### config.mk
export PLATFORM = sky130hd
export DESIGN_NAME = timer16_regs
export DESIGN_NICKNAME = d
export VERILOG_FILES = /design/src/timer16_pkg.sv /design/src/timer16_regs.sv
export SDC_FILE = /design/constraint.sdc
export NUM_CORES = 1
export LEC_CHECK = 0
export BUFFER_PORTS_ARGS = -buffer_cell sky130_fd_sc_hd__buf_2
export CORE_MARGIN = 3
export CORE_UTILIZATION = 29
export CTS_CLUSTER_DIAMETER = 80
export DETAILED_ROUTE_END_ITERATION = 10
export GPL_ROUTABILITY_DRIVEN = 0
export SYNTH_ARGS = -nofsm -noshare
export SYNTH_HDL_FRONTEND = slang
export SYNTH_SLANG_ARGS = --single-unit
### constraint.sdc
create_clock -name clock -period 10.7 [get_ports clock]
set_input_delay 2.14 -clock clock [delete_from_list [all_inputs] [get_ports clock]]
set_output_delay 2.14 -clock clock [all_outputs]
set_load 0.02 [all_outputs]
### src/timer16_pkg.sv
package timer16_pkg;
    // register index map of the byte-wide i/o port
    localparam logic [3:0] ADDR_FORCE = 4'h0;
    localparam logic [3:0] ADDR_CNT_LO = 4'h1;
    localparam logic [3:0] ADDR_CNT_HI = 4'h2;
    localparam logic [3:0] ADDR_CMPA_LO = 4'h3;
    localparam logic [3:0] ADDR_CMPA_HI = 4'h4;
    localparam logic [3:0] ADDR_CMPB_LO = 4'h5;
    localparam logic [3:0] ADDR_CMPB_HI = 4'h6;
    localparam logic [3:0] ADDR_CAP_LO = 4'h7;
    localparam logic [3:0] ADDR_CAP_HI = 4'h8;
    localparam logic [3:0] ADDR_MASK = 4'h9;
    localparam logic [3:0] ADDR_FLAGS = 4'ha;

    // bit positions in force, mask and flag registers
    localparam int BIT_FORCE_A = 7;
    localparam int BIT_FORCE_B = 6;
    localparam int BIT_CAPTURE = 5;
    localparam int BIT_MATCH_B = 2;
    localparam int BIT_MATCH_A = 1;
    localparam int BIT_OVERFLOW = 0;
    // implemented bits of mask and flags; the rest read zero
    localparam logic [7:0] IRQ_BITS_USED = 8'h27;

    // reset values
    localparam logic [7:0] RESET_BYTE = 8'h00;
    localparam logic [15:0] RESET_WORD = 16'h0000;
    localparam logic [7:0] RESET_FLAGS = 8'h00;

    // counter extremes and fixed tops
    localparam logic [15:0] COUNT_MAX = 16'hffff;
    localparam logic [15:0] COUNT_BOTTOM = 16'h0000;
    localparam logic [15:0] TOP_8BIT = 16'h00ff;
    localparam logic [15:0] TOP_9BIT = 16'h01ff;
    localparam logic [15:0] TOP_10BIT = 16'h03ff;

    // how the waveform mode makes the counter move
    typedef enum logic [1:0] {
        SEQ_NORMAL,
        SEQ_CLEAR_ON_MATCH,
        SEQ_FAST,
        SEQ_PHASE
    } count_seq_t;
endpackage : timer16_pkg

### src/timer16_regs.sv
`timescale 1ns/1ps
// Summary of operation
// - force strobes for a at bit 7, b at bit 6, only in non-pwm modes
// - writing one to a force bit applies an immediate match to that channel
// - force bits are strobes; effect depends on compare mode at write time
// - a forced match raises no interrupt and never clears the counter
// - force bits always read as zero
// - counter reached as two bytes through a shared high-byte latch
// - a cpu write to the counter blocks matches on the next timer tick
// - compare registers are compared with the counter continuously
// - compare register writes update both bytes together via the latch
// - capture register loads the counter on a capture event while it is not serving as top; a cpu write in that cycle wins
// - capture register reads return both bytes consistently via the latch
// - capture register serves as top in the modes that assign it
// - mask holds capture bit 5, b bit 2, a bit 1, overflow bit 0
// - bits 7, 6, 4, 3 of mask and flags are unused and read zero
// - capture flag sets on capture, or at top when capture is top
// - match flag sets on the timer tick after counter equals compare
// - a force strobe never sets a match flag
// - flags clear on vector execution or on writing one to them
// - overflow flag sets on overflow in normal and clear-on-match modes
// - overflow at max, at bottom in phase modes, at top in fast modes
module timer16_regs (
    // clock and reset
    input wire logic clock,
    input wire logic rst_n,
    // i/o register port
    input wire logic [3:0] io_addr,
    input wire logic io_wr,
    input wire logic io_rd,
    input wire logic [7:0] io_wdata,
    output logic [7:0] io_rdata,
    // timer clock enable and mode from the control registers
    input wire logic timer_tick,
    input wire logic [3:0] waveform_mode_select,
    // capture event, already edge-selected and filtered
    input wire logic capture_event,
    // interrupt controller
    input wire logic global_irq_enable,
    input wire logic ack_capture,
    input wire logic ack_match_a,
    input wire logic ack_match_b,
    input wire logic ack_overflow,
    output logic irq_capture,
    output logic irq_match_a,
    output logic irq_match_b,
    output logic irq_overflow,
    // waveform generator events
    output logic match_a,
    output logic match_b,
    output logic force_match_a,
    output logic force_match_b
);
    import timer16_pkg::*;

    ////////////////////////////////////////////////////////////////////////
    // mode decoding
    function automatic count_seq_t seq_of(input logic [3:0] mode);
        case (mode)
            4'h0: seq_of = SEQ_NORMAL;
            4'h4, 4'hc: seq_of = SEQ_CLEAR_ON_MATCH;
            4'h5, 4'h6, 4'h7, 4'he, 4'hf: seq_of = SEQ_FAST;
            4'hd: seq_of = SEQ_NORMAL; // reserved, treated as normal
            default: seq_of = SEQ_PHASE;
        endcase
    endfunction : seq_of

    function automatic logic [15:0] top_of(input logic [3:0] mode,
                                           input logic [15:0] cmp_a,
                                           input logic [15:0] cap);
        case (mode)
            4'h1, 4'h5: top_of = TOP_8BIT;
            4'h2, 4'h6: top_of = TOP_9BIT;
            4'h3, 4'h7: top_of = TOP_10BIT;
            4'h4, 4'h9, 4'hb, 4'hf: top_of = cmp_a;
            4'h8, 4'ha, 4'hc, 4'he: top_of = cap;
            default: top_of = COUNT_MAX;
        endcase
    endfunction : top_of

    logic [15:0] count;
    logic [15:0] cmp_a;
    logic [15:0] cmp_b;
    logic [15:0] cap;
    logic [7:0] temp_hi;
    logic [7:0] mask;
    logic [7:0] flags;
    logic count_down;
    logic block_match;

    count_seq_t seq;
    wire logic [15:0] top_value = top_of(waveform_mode_select, cmp_a, cap);
    wire logic capture_is_top = (waveform_mode_select == 4'h8)
        || (waveform_mode_select == 4'ha) || (waveform_mode_select == 4'hc)
        || (waveform_mode_select == 4'he);
    wire logic non_pwm = (seq == SEQ_NORMAL) || (seq == SEQ_CLEAR_ON_MATCH);
    assign seq = seq_of(waveform_mode_select);

    ////////////////////////////////////////////////////////////////////////
    // bus strobes
    wire logic wr_force = io_wr && (io_addr == ADDR_FORCE);
    wire logic wr_hi = io_wr && ((io_addr == ADDR_CNT_HI) || (io_addr == ADDR_CMPA_HI)
        || (io_addr == ADDR_CMPB_HI) || (io_addr == ADDR_CAP_HI));
    wire logic wr_cnt = io_wr && (io_addr == ADDR_CNT_LO);
    wire logic wr_cmpa = io_wr && (io_addr == ADDR_CMPA_LO);
    wire logic wr_cmpb = io_wr && (io_addr == ADDR_CMPB_LO);
    wire logic wr_cap = io_wr && (io_addr == ADDR_CAP_LO);
    wire logic wr_mask = io_wr && (io_addr == ADDR_MASK);
    wire logic wr_flags = io_wr && (io_addr == ADDR_FLAGS);
    wire logic [15:0] wr_word = {temp_hi, io_wdata};

    ////////////////////////////////////////////////////////////////////////
    // counter sequence
    logic [15:0] next_count;
    logic next_down;
    always_comb begin
        next_count = count;
        next_down = count_down;
        case (seq)
            SEQ_NORMAL: begin
                next_count = count + 16'h0001;
                next_down = 1'b0;
            end
            SEQ_CLEAR_ON_MATCH, SEQ_FAST: begin
                next_count = (count == top_value) ? COUNT_BOTTOM : count + 16'h0001;
                next_down = 1'b0;
            end
            SEQ_PHASE: begin
                if (!count_down && count >= top_value) begin
                    next_down = 1'b1;
                    next_count = (count == COUNT_BOTTOM) ? count : count - 16'h0001;
                end else if (count_down && count == COUNT_BOTTOM) begin
                    next_down = 1'b0;
                    next_count = count + 16'h0001;
                end else begin
                    next_count = count_down ? count - 16'h0001 : count + 16'h0001;
                end
            end
            default: begin
                next_count = count;
                next_down = 1'b0;
            end
        endcase
    end

    // cpu write beats the count; it also arms the one-tick match block
    always_ff @(posedge clock) begin
        if (!rst_n) begin
            count <= RESET_WORD;
            count_down <= 1'b0;
            block_match <= 1'b0;
        end else if (wr_cnt) begin
            count <= wr_word;
            block_match <= 1'b1;
        end else if (timer_tick) begin
            count <= next_count;
            count_down <= next_down;
            block_match <= 1'b0;
        end
    end

    ////////////////////////////////////////////////////////////////////////
    // event detection, evaluated on the timer tick except the capture pin event
    wire logic eq_a = (count == cmp_a);
    wire logic eq_b = (count == cmp_b);
    wire logic ev_match_a = timer_tick && eq_a && !block_match && !wr_cnt;
    wire logic ev_match_b = timer_tick && eq_b && !block_match && !wr_cnt;
    wire logic ev_overflow_raw = (seq == SEQ_PHASE) ? (count_down && count == COUNT_BOTTOM)
        : (seq == SEQ_FAST) ? (count == top_value) : (count == COUNT_MAX);
    wire logic ev_overflow = timer_tick && !wr_cnt && ev_overflow_raw;
    wire logic ev_capture_pin = capture_event && !capture_is_top;
    wire logic ev_capture_top = timer_tick && !wr_cnt && capture_is_top
        && (count == top_value);
    wire logic ev_capture = ev_capture_pin || ev_capture_top;

    ////////////////////////////////////////////////////////////////////////
    // compare, capture and shared high-byte latch
    always_ff @(posedge clock) begin
        if (!rst_n) begin
            cmp_a <= RESET_WORD;
            cmp_b <= RESET_WORD;
            cap <= RESET_WORD;
            temp_hi <= RESET_BYTE;
        end else begin
            if (wr_cmpa) begin
                cmp_a <= wr_word;
            end
            if (wr_cmpb) begin
                cmp_b <= wr_word;
            end
            if (wr_cap) begin
                cap <= wr_word;
            end else if (ev_capture_pin) begin
                cap <= count;
            end
            if (wr_hi) begin
                temp_hi <= io_wdata;
            end else if (io_rd && io_addr == ADDR_CNT_LO) begin
                temp_hi <= count[15:8];
            end else if (io_rd && io_addr == ADDR_CAP_LO) begin
                temp_hi <= cap[15:8];
            end
        end
    end

    ////////////////////////////////////////////////////////////////////////
    // mask and flags; a set in the same cycle as a clear wins
    wire logic [7:0] set_bits = {2'b00, ev_capture, 2'b00, ev_match_b, ev_match_a,
        ev_overflow};
    wire logic [7:0] ack_bits = {2'b00, ack_capture, 2'b00, ack_match_b, ack_match_a,
        ack_overflow};
    wire logic [7:0] clr_bits = (wr_flags ? io_wdata : RESET_BYTE) | ack_bits;
    wire logic [7:0] next_flags = ((flags & ~clr_bits) | set_bits) & IRQ_BITS_USED;

    always_ff @(posedge clock) begin
        if (!rst_n) begin
            mask <= RESET_BYTE;
            flags <= RESET_FLAGS;
        end else begin
            if (wr_mask) begin
                mask <= io_wdata & IRQ_BITS_USED;
            end
            flags <= next_flags;
        end
    end

    ////////////////////////////////////////////////////////////////////////
    // interrupt requests: enable, global enable and flag all set
    always_ff @(posedge clock) begin
        if (!rst_n) begin
            irq_capture <= 1'b0;
            irq_match_a <= 1'b0;
            irq_match_b <= 1'b0;
            irq_overflow <= 1'b0;
        end else begin
            irq_capture <= global_irq_enable && mask[BIT_CAPTURE] && flags[BIT_CAPTURE];
            irq_match_a <= global_irq_enable && mask[BIT_MATCH_A] && flags[BIT_MATCH_A];
            irq_match_b <= global_irq_enable && mask[BIT_MATCH_B] && flags[BIT_MATCH_B];
            irq_overflow <= global_irq_enable && mask[BIT_OVERFLOW]
                && flags[BIT_OVERFLOW];
        end
    end

    ////////////////////////////////////////////////////////////////////////
    // match and force strobes to the waveform generator; a force is not
    // stored, so the generator applies its compare mode of that moment
    wire logic next_force_a = wr_force && io_wdata[BIT_FORCE_A] && non_pwm;
    wire logic next_force_b = wr_force && io_wdata[BIT_FORCE_B] && non_pwm;
    always_ff @(posedge clock) begin
        if (!rst_n) begin
            match_a <= 1'b0;
            match_b <= 1'b0;
            force_match_a <= 1'b0;
            force_match_b <= 1'b0;
        end else begin
            match_a <= ev_match_a;
            match_b <= ev_match_b;
            force_match_a <= next_force_a;
            force_match_b <= next_force_b;
        end
    end

    ////////////////////////////////////////////////////////////////////////
    // read data, one cycle after the read strobe; counter and capture high bytes come from latch
    logic [7:0] rd_mux;
    always_comb begin
        case (io_addr)
            ADDR_FORCE: rd_mux = RESET_BYTE;
            ADDR_CNT_LO: rd_mux = count[7:0];
            ADDR_CMPA_LO: rd_mux = cmp_a[7:0];
            ADDR_CMPA_HI: rd_mux = cmp_a[15:8]; // compares are cpu-owned, read direct
            ADDR_CMPB_LO: rd_mux = cmp_b[7:0];
            ADDR_CMPB_HI: rd_mux = cmp_b[15:8];
            ADDR_CAP_LO: rd_mux = cap[7:0];
            ADDR_CNT_HI, ADDR_CAP_HI: rd_mux = temp_hi;
            ADDR_MASK: rd_mux = mask & IRQ_BITS_USED;
            ADDR_FLAGS: rd_mux = flags & IRQ_BITS_USED;
            default: rd_mux = RESET_BYTE;
        endcase
    end

    always_ff @(posedge clock) begin
        if (!rst_n) begin
            io_rdata <= RESET_BYTE;
        end else if (io_rd) begin
            io_rdata <= rd_mux;
        end
    end
endmodule : timer16_regs

==> key figures, run 1 <==
Setup path
  – CP Cell Sequence: buf_2 -> nand2_1 -> o21ai_1 -> a22o_1 -> nor2_1 -> ha_1 -> nand4_1 -> or2_0 -> o31a_1 -> o211ai_4 -> nand3_1 -> o32ai_1 -> o21ai_1 -> o22ai_1
  – Crit Path Class: in2reg
  – Max Fanout on Critical Path: 18
  – Most frequent CP cell: o21ai_1
  – Worst path max stage delay: 580 ps
  – R2R depth: 9
  – Worst path arrival time: 5830 ps
  – Crit-path slowest cell: o21ai_1
  – CP Capture Type: register
  – Req. time, crit path: ~11000 ps
  – Reg2reg setup slack: approximately 7300 ps
  – Setup crit start kind: input pin

Timing
  – Worst hold slack: between 400 and 500 ps
  – Setup TNS: 0 ps
  – Clock Skew: approximately 8.5 ps
  – Tcrit/Tclk final: roughly half
  – Final Max Tran Viols: 0
  – Fin crit period: around 5500 ps
  – Final worst setup slack: between 5000 and 6000 ps
  – Fmax: roughly 0.18 GHz
  – Unrepaired setup endpoints after global routing: false
  – Worst slew pin tran: 1070 ps
  – Final Hold Fails: 0
  – Final setup viols: 0
  – Slew HR: 28.5%

Pwr
  – Max IR drop VDD: ~0.068 mV
  – Leak: between 0.002 and 0.003 uW
  – Pint: between 700 and 800 uW
  – Comb power frac: about a third
  – Clk network pwr share: between 20% and 30%
  – Reg power frac: between 30% and 40%
  – Sw Share: 38.2%
  – Pwr per Cell Area: ~160 mW/mm^2
  – Switching power total: ~450 uW

Final layout
  – Final Non-Filler Cells: 1162
  – Layout net count: ~930
  – Fillcell total: ~2400
  – Design Area, Final: 0.00734 mm^2
  – Layout cells sized above 1: between 10% and 20%
  – Synth-to-Final Area Change: 10.4%
  – N_diodes: 0

Logic synthesis
  – Mapped Cells: slightly below 900
  – Synth Net Count: ~930
  – Synthesized flop and latch total: 98
  – Unique masters post-synth: 69
  – Synth Warn #: 0
  – Commonest register cell after synthesis: dfxtp_1
  – Cell Area, Synth: about 0.0066 mm^2
  – Sequential fraction of the synthesis area: between 20 and 30%
  – Post-synth ARST share: 0%
  – Syn_area_per_cell: 7.56 um^2
  – EDFF count, synth: 0

Detailed routing
  – Vias per Instance: just under 6
  – Starting DRC count in detailed routing: ~760
  – Via count: between 6000 and 7000
  – DRT Pass-1 Iters: 8
  – Remaining routing DRC violations: 0
  – Drt wl/cell: between 20 and 25 um
  – ANT nets after route: 0
  – Final wirelength: about 25000 um

CTS
  – CTS tree: yes
  – CTS max path bufs: 2
  – # Post-CTS Setup Buffers: 0
  – Total clock sinks: 98
  – Clock slew at reported path FFs: ~70 ps
  – Clk root buf: clkbuf_16
  – Post-CTS sizing: 0
  – Clock buffer count from CTS: 9
  – # hold bufs at CTS: 0
  – Worst-skew pair later-pin latency: 360 ps
  – H-tree depth: 3

Status
  – Status: finished, final reports clean

Floorplan
  – I/O pins: 43
  – DIE AREA: 0.0248 mm^2
  – Total core area: 0.0222 mm^2
  – Die Span X: around 160 um
  – Die height: between 150 and 200 um
  – Initial core utilization: between 20 and 30%
  – Cell Rows: between 50 and 60

Global routing
  – Global-route wire length before repair: between 30000 and 40000 um
  – Vias in the first global route: roughly 6300
  – Initial antenna violation count: 0
  – Total grt overflow: 0
  – Largest net degree at the start of global routing: 77
  – GRT Resource Usage Total: about a fifth

Placement
  – Inst Count DP: 1146
  – Port Buffer Count: 42
  – HPWL Detailed: 17400 um
  – Placed inst area: 0.00702 mm^2
  – Post-Place Worst Slack: around 4900 ps

Flow run
  – Max-cap violations: 0

Worst hold path
  – Hold path depth: 2
  – HP Class: reg2reg
layout make-up:
type                       count  area, um^2  area share [%]
clock buffer                  11         253            3.44
clock inverter                 5        61.3           0.836
tap                          280         350            4.77
sequential                    98        1960            26.7
inverter                      19        71.3           0.972
timing repair buffer          49         263            3.58
multi-input combinational    700        4380            59.7
sequential cells by signal, summed over array words and instances, names as in the netlist, 4 cells and up:
name,cells
mask,4
count,16
cmp_a,16
cmp_b,16
flags,4
temp_hi,8
cap,16
io_rdata,8
per-layer routing:
metal	global-route usage (%)	part of all wire, %	up-vias	routed length [um]
met5	0	0	-	0
met4	7.27	3.7	0	916
met3	3.71	8.8	63	2150
met2	30.7	44	344	10800
met1	26.8	43	3155	10600
li1	-	-	3154	-
worst max-delay path, delay by kind of cell:
family	cells	cell delay (ps)
buffers and inverters	1	250
and+or+nand+nor	5	950
AOI/OAI and AO/OA	7	2160
adders and majority gates	1	320
cells by family after synthesis:
group | synth area share [%]
AOI/OAI and AO/OA | 24.5
xor gates and xnor gates | 5.93
adders and majority gates | 4.33
buffers and inverters | 4.80
DFF | 29.5
muxes | 5.76
and+or+nand+nor | 25.2
through the flow:
step	power (uW)	utilization, %
after floorplan	711	-
after global placement	815	31.7
after detailed placement	817	31.7
after CTS	1160	33.1
after global routing	1220	33.1
final	1170	33.1
synthesized netlist by cell type (3+ instances only):
master	n	area, um^2
o22ai_1	9	56.3
mux2_2	6	67.6
and2_1	3	18.8
o211ai_1	5	37.5
a41o_1	3	30.0
nand2_1	127	477
o221ai_1	7	61.3
nor2_1	96	360
ha_1	23	288
a22oi_1	12	90.1
nand4_1	13	81.3
a21oi_1	84	420
a311oi_1	8	70.1
a211oi_1	27	203
o31ai_1	5	37.5
nand3_1	22	110
or2_2	5	31.3
xnor2_1	7	61.3
nor3_1	14	70.1
dfxtp_1	98	1960
buf_2	6	30.0
nor4_1	12	75.1
buf_1	6	22.5
o21ai_1	4	20.0
nand2b_1	13	81.3
o32ai_1	3	26.3
or3_1	3	18.8
xor2_1	38	333
nor2b_1	21	131
inv_1	19	71.3
and3_1	11	68.8
mux2i_1	27	270
clkbuf_1	49	184
o31a_1	4	35.0
o21ai_0	30	150
a31oi_1	4	25.0
o21a_1	3	22.5
a22o_1	12	105
power by group through the flow:
| stage | combinational, uW | sequential (uW) | clock (uW) |
|---|---|---|---|
| global route | 411 | 446 | 365 |
| floorplan | 300 | 410 | 0 |
| global placement | 365 | 450 | 0 |
| detailed placement | 367 | 449 | 0 |
| finish | 377 | 445 | 346 |
| CTS | 371 | 441 | 352 |
final timing paths:
| kind | startpoint | end |
|---|---|---|
| setup / recovery | waveform_mode_select[0] | count[12] |
| setup reg to reg | count[5] | count[12] |
| hold / removal | io_rdata[2] | io_rdata[2] |
| hold reg to reg | io_rdata[2] | io_rdata[2] |
cells in the final DEF (no fill, tap or decap), types with 4 or more instances in the layout:
cell / instances
a211oi_1: 27
nand3_1: 22
a21oi_1: 84
buf_4: 7
o221ai_1: 7
clkbuf_16: 9
mux2_2: 6
a311oi_1: 8
o31a_1: 4
and3_1: 11
nor3_1: 12
xor2_1: 38
nand2b_1: 13
o31ai_1: 5
nor2_1: 96
o21ai_0: 30
nand2_1: 127
nor4_1: 12
ha_1: 23
xnor2_1: 7
dfxtp_1: 98
o211ai_1: 5
or2_2: 5
buf_2: 42
nor2b_1: 21
o22ai_1: 9
a31oi_1: 4
a22oi_1: 12
nand4_1: 13
a22o_1: 12
inv_1: 18
mux2i_1: 27
Note: power is estimated with default switching activity, not from simulation.
==> inputs of run 2 (changes only) <==
==> constraint.sdc (replaced) <==
create_clock -name clock -period 5.7 [get_ports clock]
set_input_delay 1.14 -clock clock [delete_from_list [all_inputs] [get_ports clock]]
set_output_delay 1.14 -clock clock [all_outputs]
set_load 0.02 [all_outputs]
==> run 2 against run 1 <==
  * Flip-flop and latch count unchanged
  * Power increased by 94%
  * Sequential share of layout area decreased by 0.26 points
  * Critical path depth unchanged
  * Final area increased by 0.99%
  * Count of clock-buffer cells in the layout increased by 2
  * Routed wire length increased by 1.1%
  * First-iteration DRC count increased by 3.8%
  * Worst hold slack improved by 10 ps
  * Clock power increased by 110%
  * Via count increased by 0.67%
  * Register-to-register slack got worse by 4900 ps
==> key figures, run 2 (synthesized netlist as in run 1, its figures left out) <==
Status
  – Status: finished, final reports clean

CTS
  – # Post-CTS Setup Buffers: 0 (unchanged)
  – Worst-skew pair later-pin latency: 360 ps (about the same)
  – CTS max path bufs: 2 (unchanged)
  – Clock buffer count from CTS: 9 (unchanged)
  – Clk root buf: clkbuf_16
  – H-tree depth: 3 (unchanged)
  – Total clock sinks: 98 (unchanged)
  – Clock slew at reported path FFs: 70 ps (about the same)
  – Post-CTS sizing: 0 (unchanged)
  – # hold bufs at CTS: 0 (unchanged)
  – CTS tree: yes

Detailed routing
  – Via count: 6761 (+0.67%)
  – ANT nets after route: 0 (unchanged)
  – Starting DRC count in detailed routing: 786 (+3.8%)
  – Drt wl/cell: 21.2 um (+0.69%)
  – Vias per Instance: 5.79 (+0.24%)
  – Remaining routing DRC violations: 0 (unchanged)
  – DRT Pass-1 Iters: 6 (-2)
  – Final wirelength: 24800 um (+1.1%)

Floorplan
  – Die Span X: 157 um (unchanged)
  – Cell Rows: 54 (unchanged)
  – Die height: 157 um (unchanged)
  – DIE AREA: 0.0248 mm^2 (unchanged)
  – Initial core utilization: 30.0% (unchanged)
  – Total core area: 0.0222 mm^2 (unchanged)
  – I/O pins: 43 (unchanged)

Global routing
  – Largest net degree at the start of global routing: 46 (-40%)
  – Vias in the first global route: 6225 (-1.3%)
  – Global-route wire length before repair: 37700 um (+0.76%)
  – Initial antenna violation count: 0 (unchanged)
  – Total grt overflow: 0 (unchanged)
  – GRT Resource Usage Total: 19.9% (+0.26 points)

Setup path
  – Worst path max stage delay: 570 ps (about the same)
  – CP Cell Sequence: buf_2 -> nand2_1 -> o21ai_1 -> nor2_1 -> nor2_1 -> ha_1 -> nand4_1 -> or2_0 -> o31a_1 -> o211ai_4 -> nand3_1 -> o32ai_1 -> o21ai_1 -> o22ai_1
  – RR Startpoint: cmp_a[8]
  – Worst path arrival time: 4790 ps (-1040 ps)
  – Max Fanout on Critical Path: 18 (unchanged)
  – Crit path max-delay family: compound AO/OA/AOI/OAI gates
  – Crit Path Class: in2reg
  – Setup crit start kind: input pin
  – CP Launch Point: waveform_mode_select[0]
  – CP Capture Type: register
  – Req. time, crit path: 5980 ps (-5010 ps)
  – Crit-path slowest cell: o21ai_1
  – Buf+Inv Stages, Crit Path: 1 (unchanged)

Worst hold path
  – HP Class: reg2reg
  – Worst Hold Launch: io_rdata[2]

Final layout
  – Synth-to-Final Area Change: 11.5%
  – Layout cells sized above 1: 11.5% (+0.50 points)
  – Design Area, Final: 0.00741 mm^2 (+0.99%)
  – Final Util: 33.4% (+0.33 points)
  – N_diodes: 0 (unchanged)
  – Commonest cells after routing, fill and taps aside: nand2_1 (127), dfxtp_1 (98), nor2_1 (96), a21oi_1 (84), buf_2 (42)
  – Commonest non-fill, non-tap cell in the layout: nand2_1
  – Layout net count: 932 (+0.54%)

Pwr
  – Leak: 0.00294 uW (+1.5%)
  – Pwr per Cell Area: 305 mW/mm^2 (+92%)
  – Max IR drop VDD: 0.156 mV (+130%)
  – Design Power: 2260 uW (+94%)

Timing
  – Final Max Tran Viols: 0 (unchanged)
  – Tcrit/Tclk final: between 70% and 80%
  – Setup TNS: 0 ps (unchanged)
  – Worst slew pin tran: 1110 ps (+46.0 ps)
  – Unrepaired setup endpoints after global routing: false
  – Clock Skew: 7.48 ps (-1.00 ps)
  – Final Hold Fails: 0 (unchanged)
  – Fin crit period: 4510 ps
  – Final setup viols: 0 (unchanged)
  – Slew HR: 25.4% (-3.1 points)
  – Worst hold slack: 480 ps (+10.5 ps)
  – Fmax: ~0.22 GHz

Placement
  – HPWL Detailed: 17700 um (+1.4%)
  – Placed inst area: 0.00706 mm^2 (+0.53%)
  – Port Buffer Count: 42 (unchanged)

Flow run
  – Max-cap violations: 0 (unchanged)
==> run 2: cell count changes in the layout (fill, tap and decap cells not counted), sizes merged <==
| cell | before | now |
|---|---|---|
| buf | 49 | 54 |
| bufinv | 1 | 2 |
| clkbuf | 11 | 13 |
| clkinv | 3 | 1 |
| inv | 20 | 19 |
==> run 2: path summary, 6_finish.rpt <==
check,slack [ps],cells past startpoint,to
max,1190,14,count[12]
max reg2reg,2430,12,count[12]
min,480,2,io_rdata[2]
min reg2reg,480,2,io_rdata[2]
==> run 2: worst register-to-register path, cell delays in order (launching register included) <==
cell and delay [ps]:
dfxtp_1 530, nor3_1 110, a21oi_1 120, o21ai_0 110, ha_1 320, nand2_1 60
or2_0 230, o31a_1 330, o211ai_4 340, nand3_1 420, o32ai_1 410, o21ai_1 90
o22ai_1 120
==> run 2: area by class of cell <==
| cell class | count | area [um^2] |
|---|---|---|
| clock inverters | 3 | 68.8 |
| inverters | 19 | 71.3 |
| multi-input cells | 700 | 4380 |
| well taps | 280 | 350 |
| repair buffers | 54 | 300 |
| clock buffers | 13 | 280 |
| fillers | 2378 | 14800 |
| flip-flops and latches | 98 | 1960 |
==> run 2: report_power, final <==
group | switching (uW) | internal, uW
combinational | 467 | 270
clock | 277 | 434
sequential | 91.0 | 724
total | 835 | 1430
==> run 2: routing by layer <==
layer  up-vias  wire, um  global-route usage [%]
met5         -         0                       0
li1       3161         -                       -
met1      3227     10900                    28.1
met4         0      1070                    8.51
met3        68      2120                    3.63
met2       305     10700                    29.5
==> run 2: through the flow <==
stage	setup WS, ps	instances
final	1190	1167
after global routing	890	1167
after CTS	1240	1167
after detailed placement	889	1151
after global placement	985	1151
after floorplan	1540	879
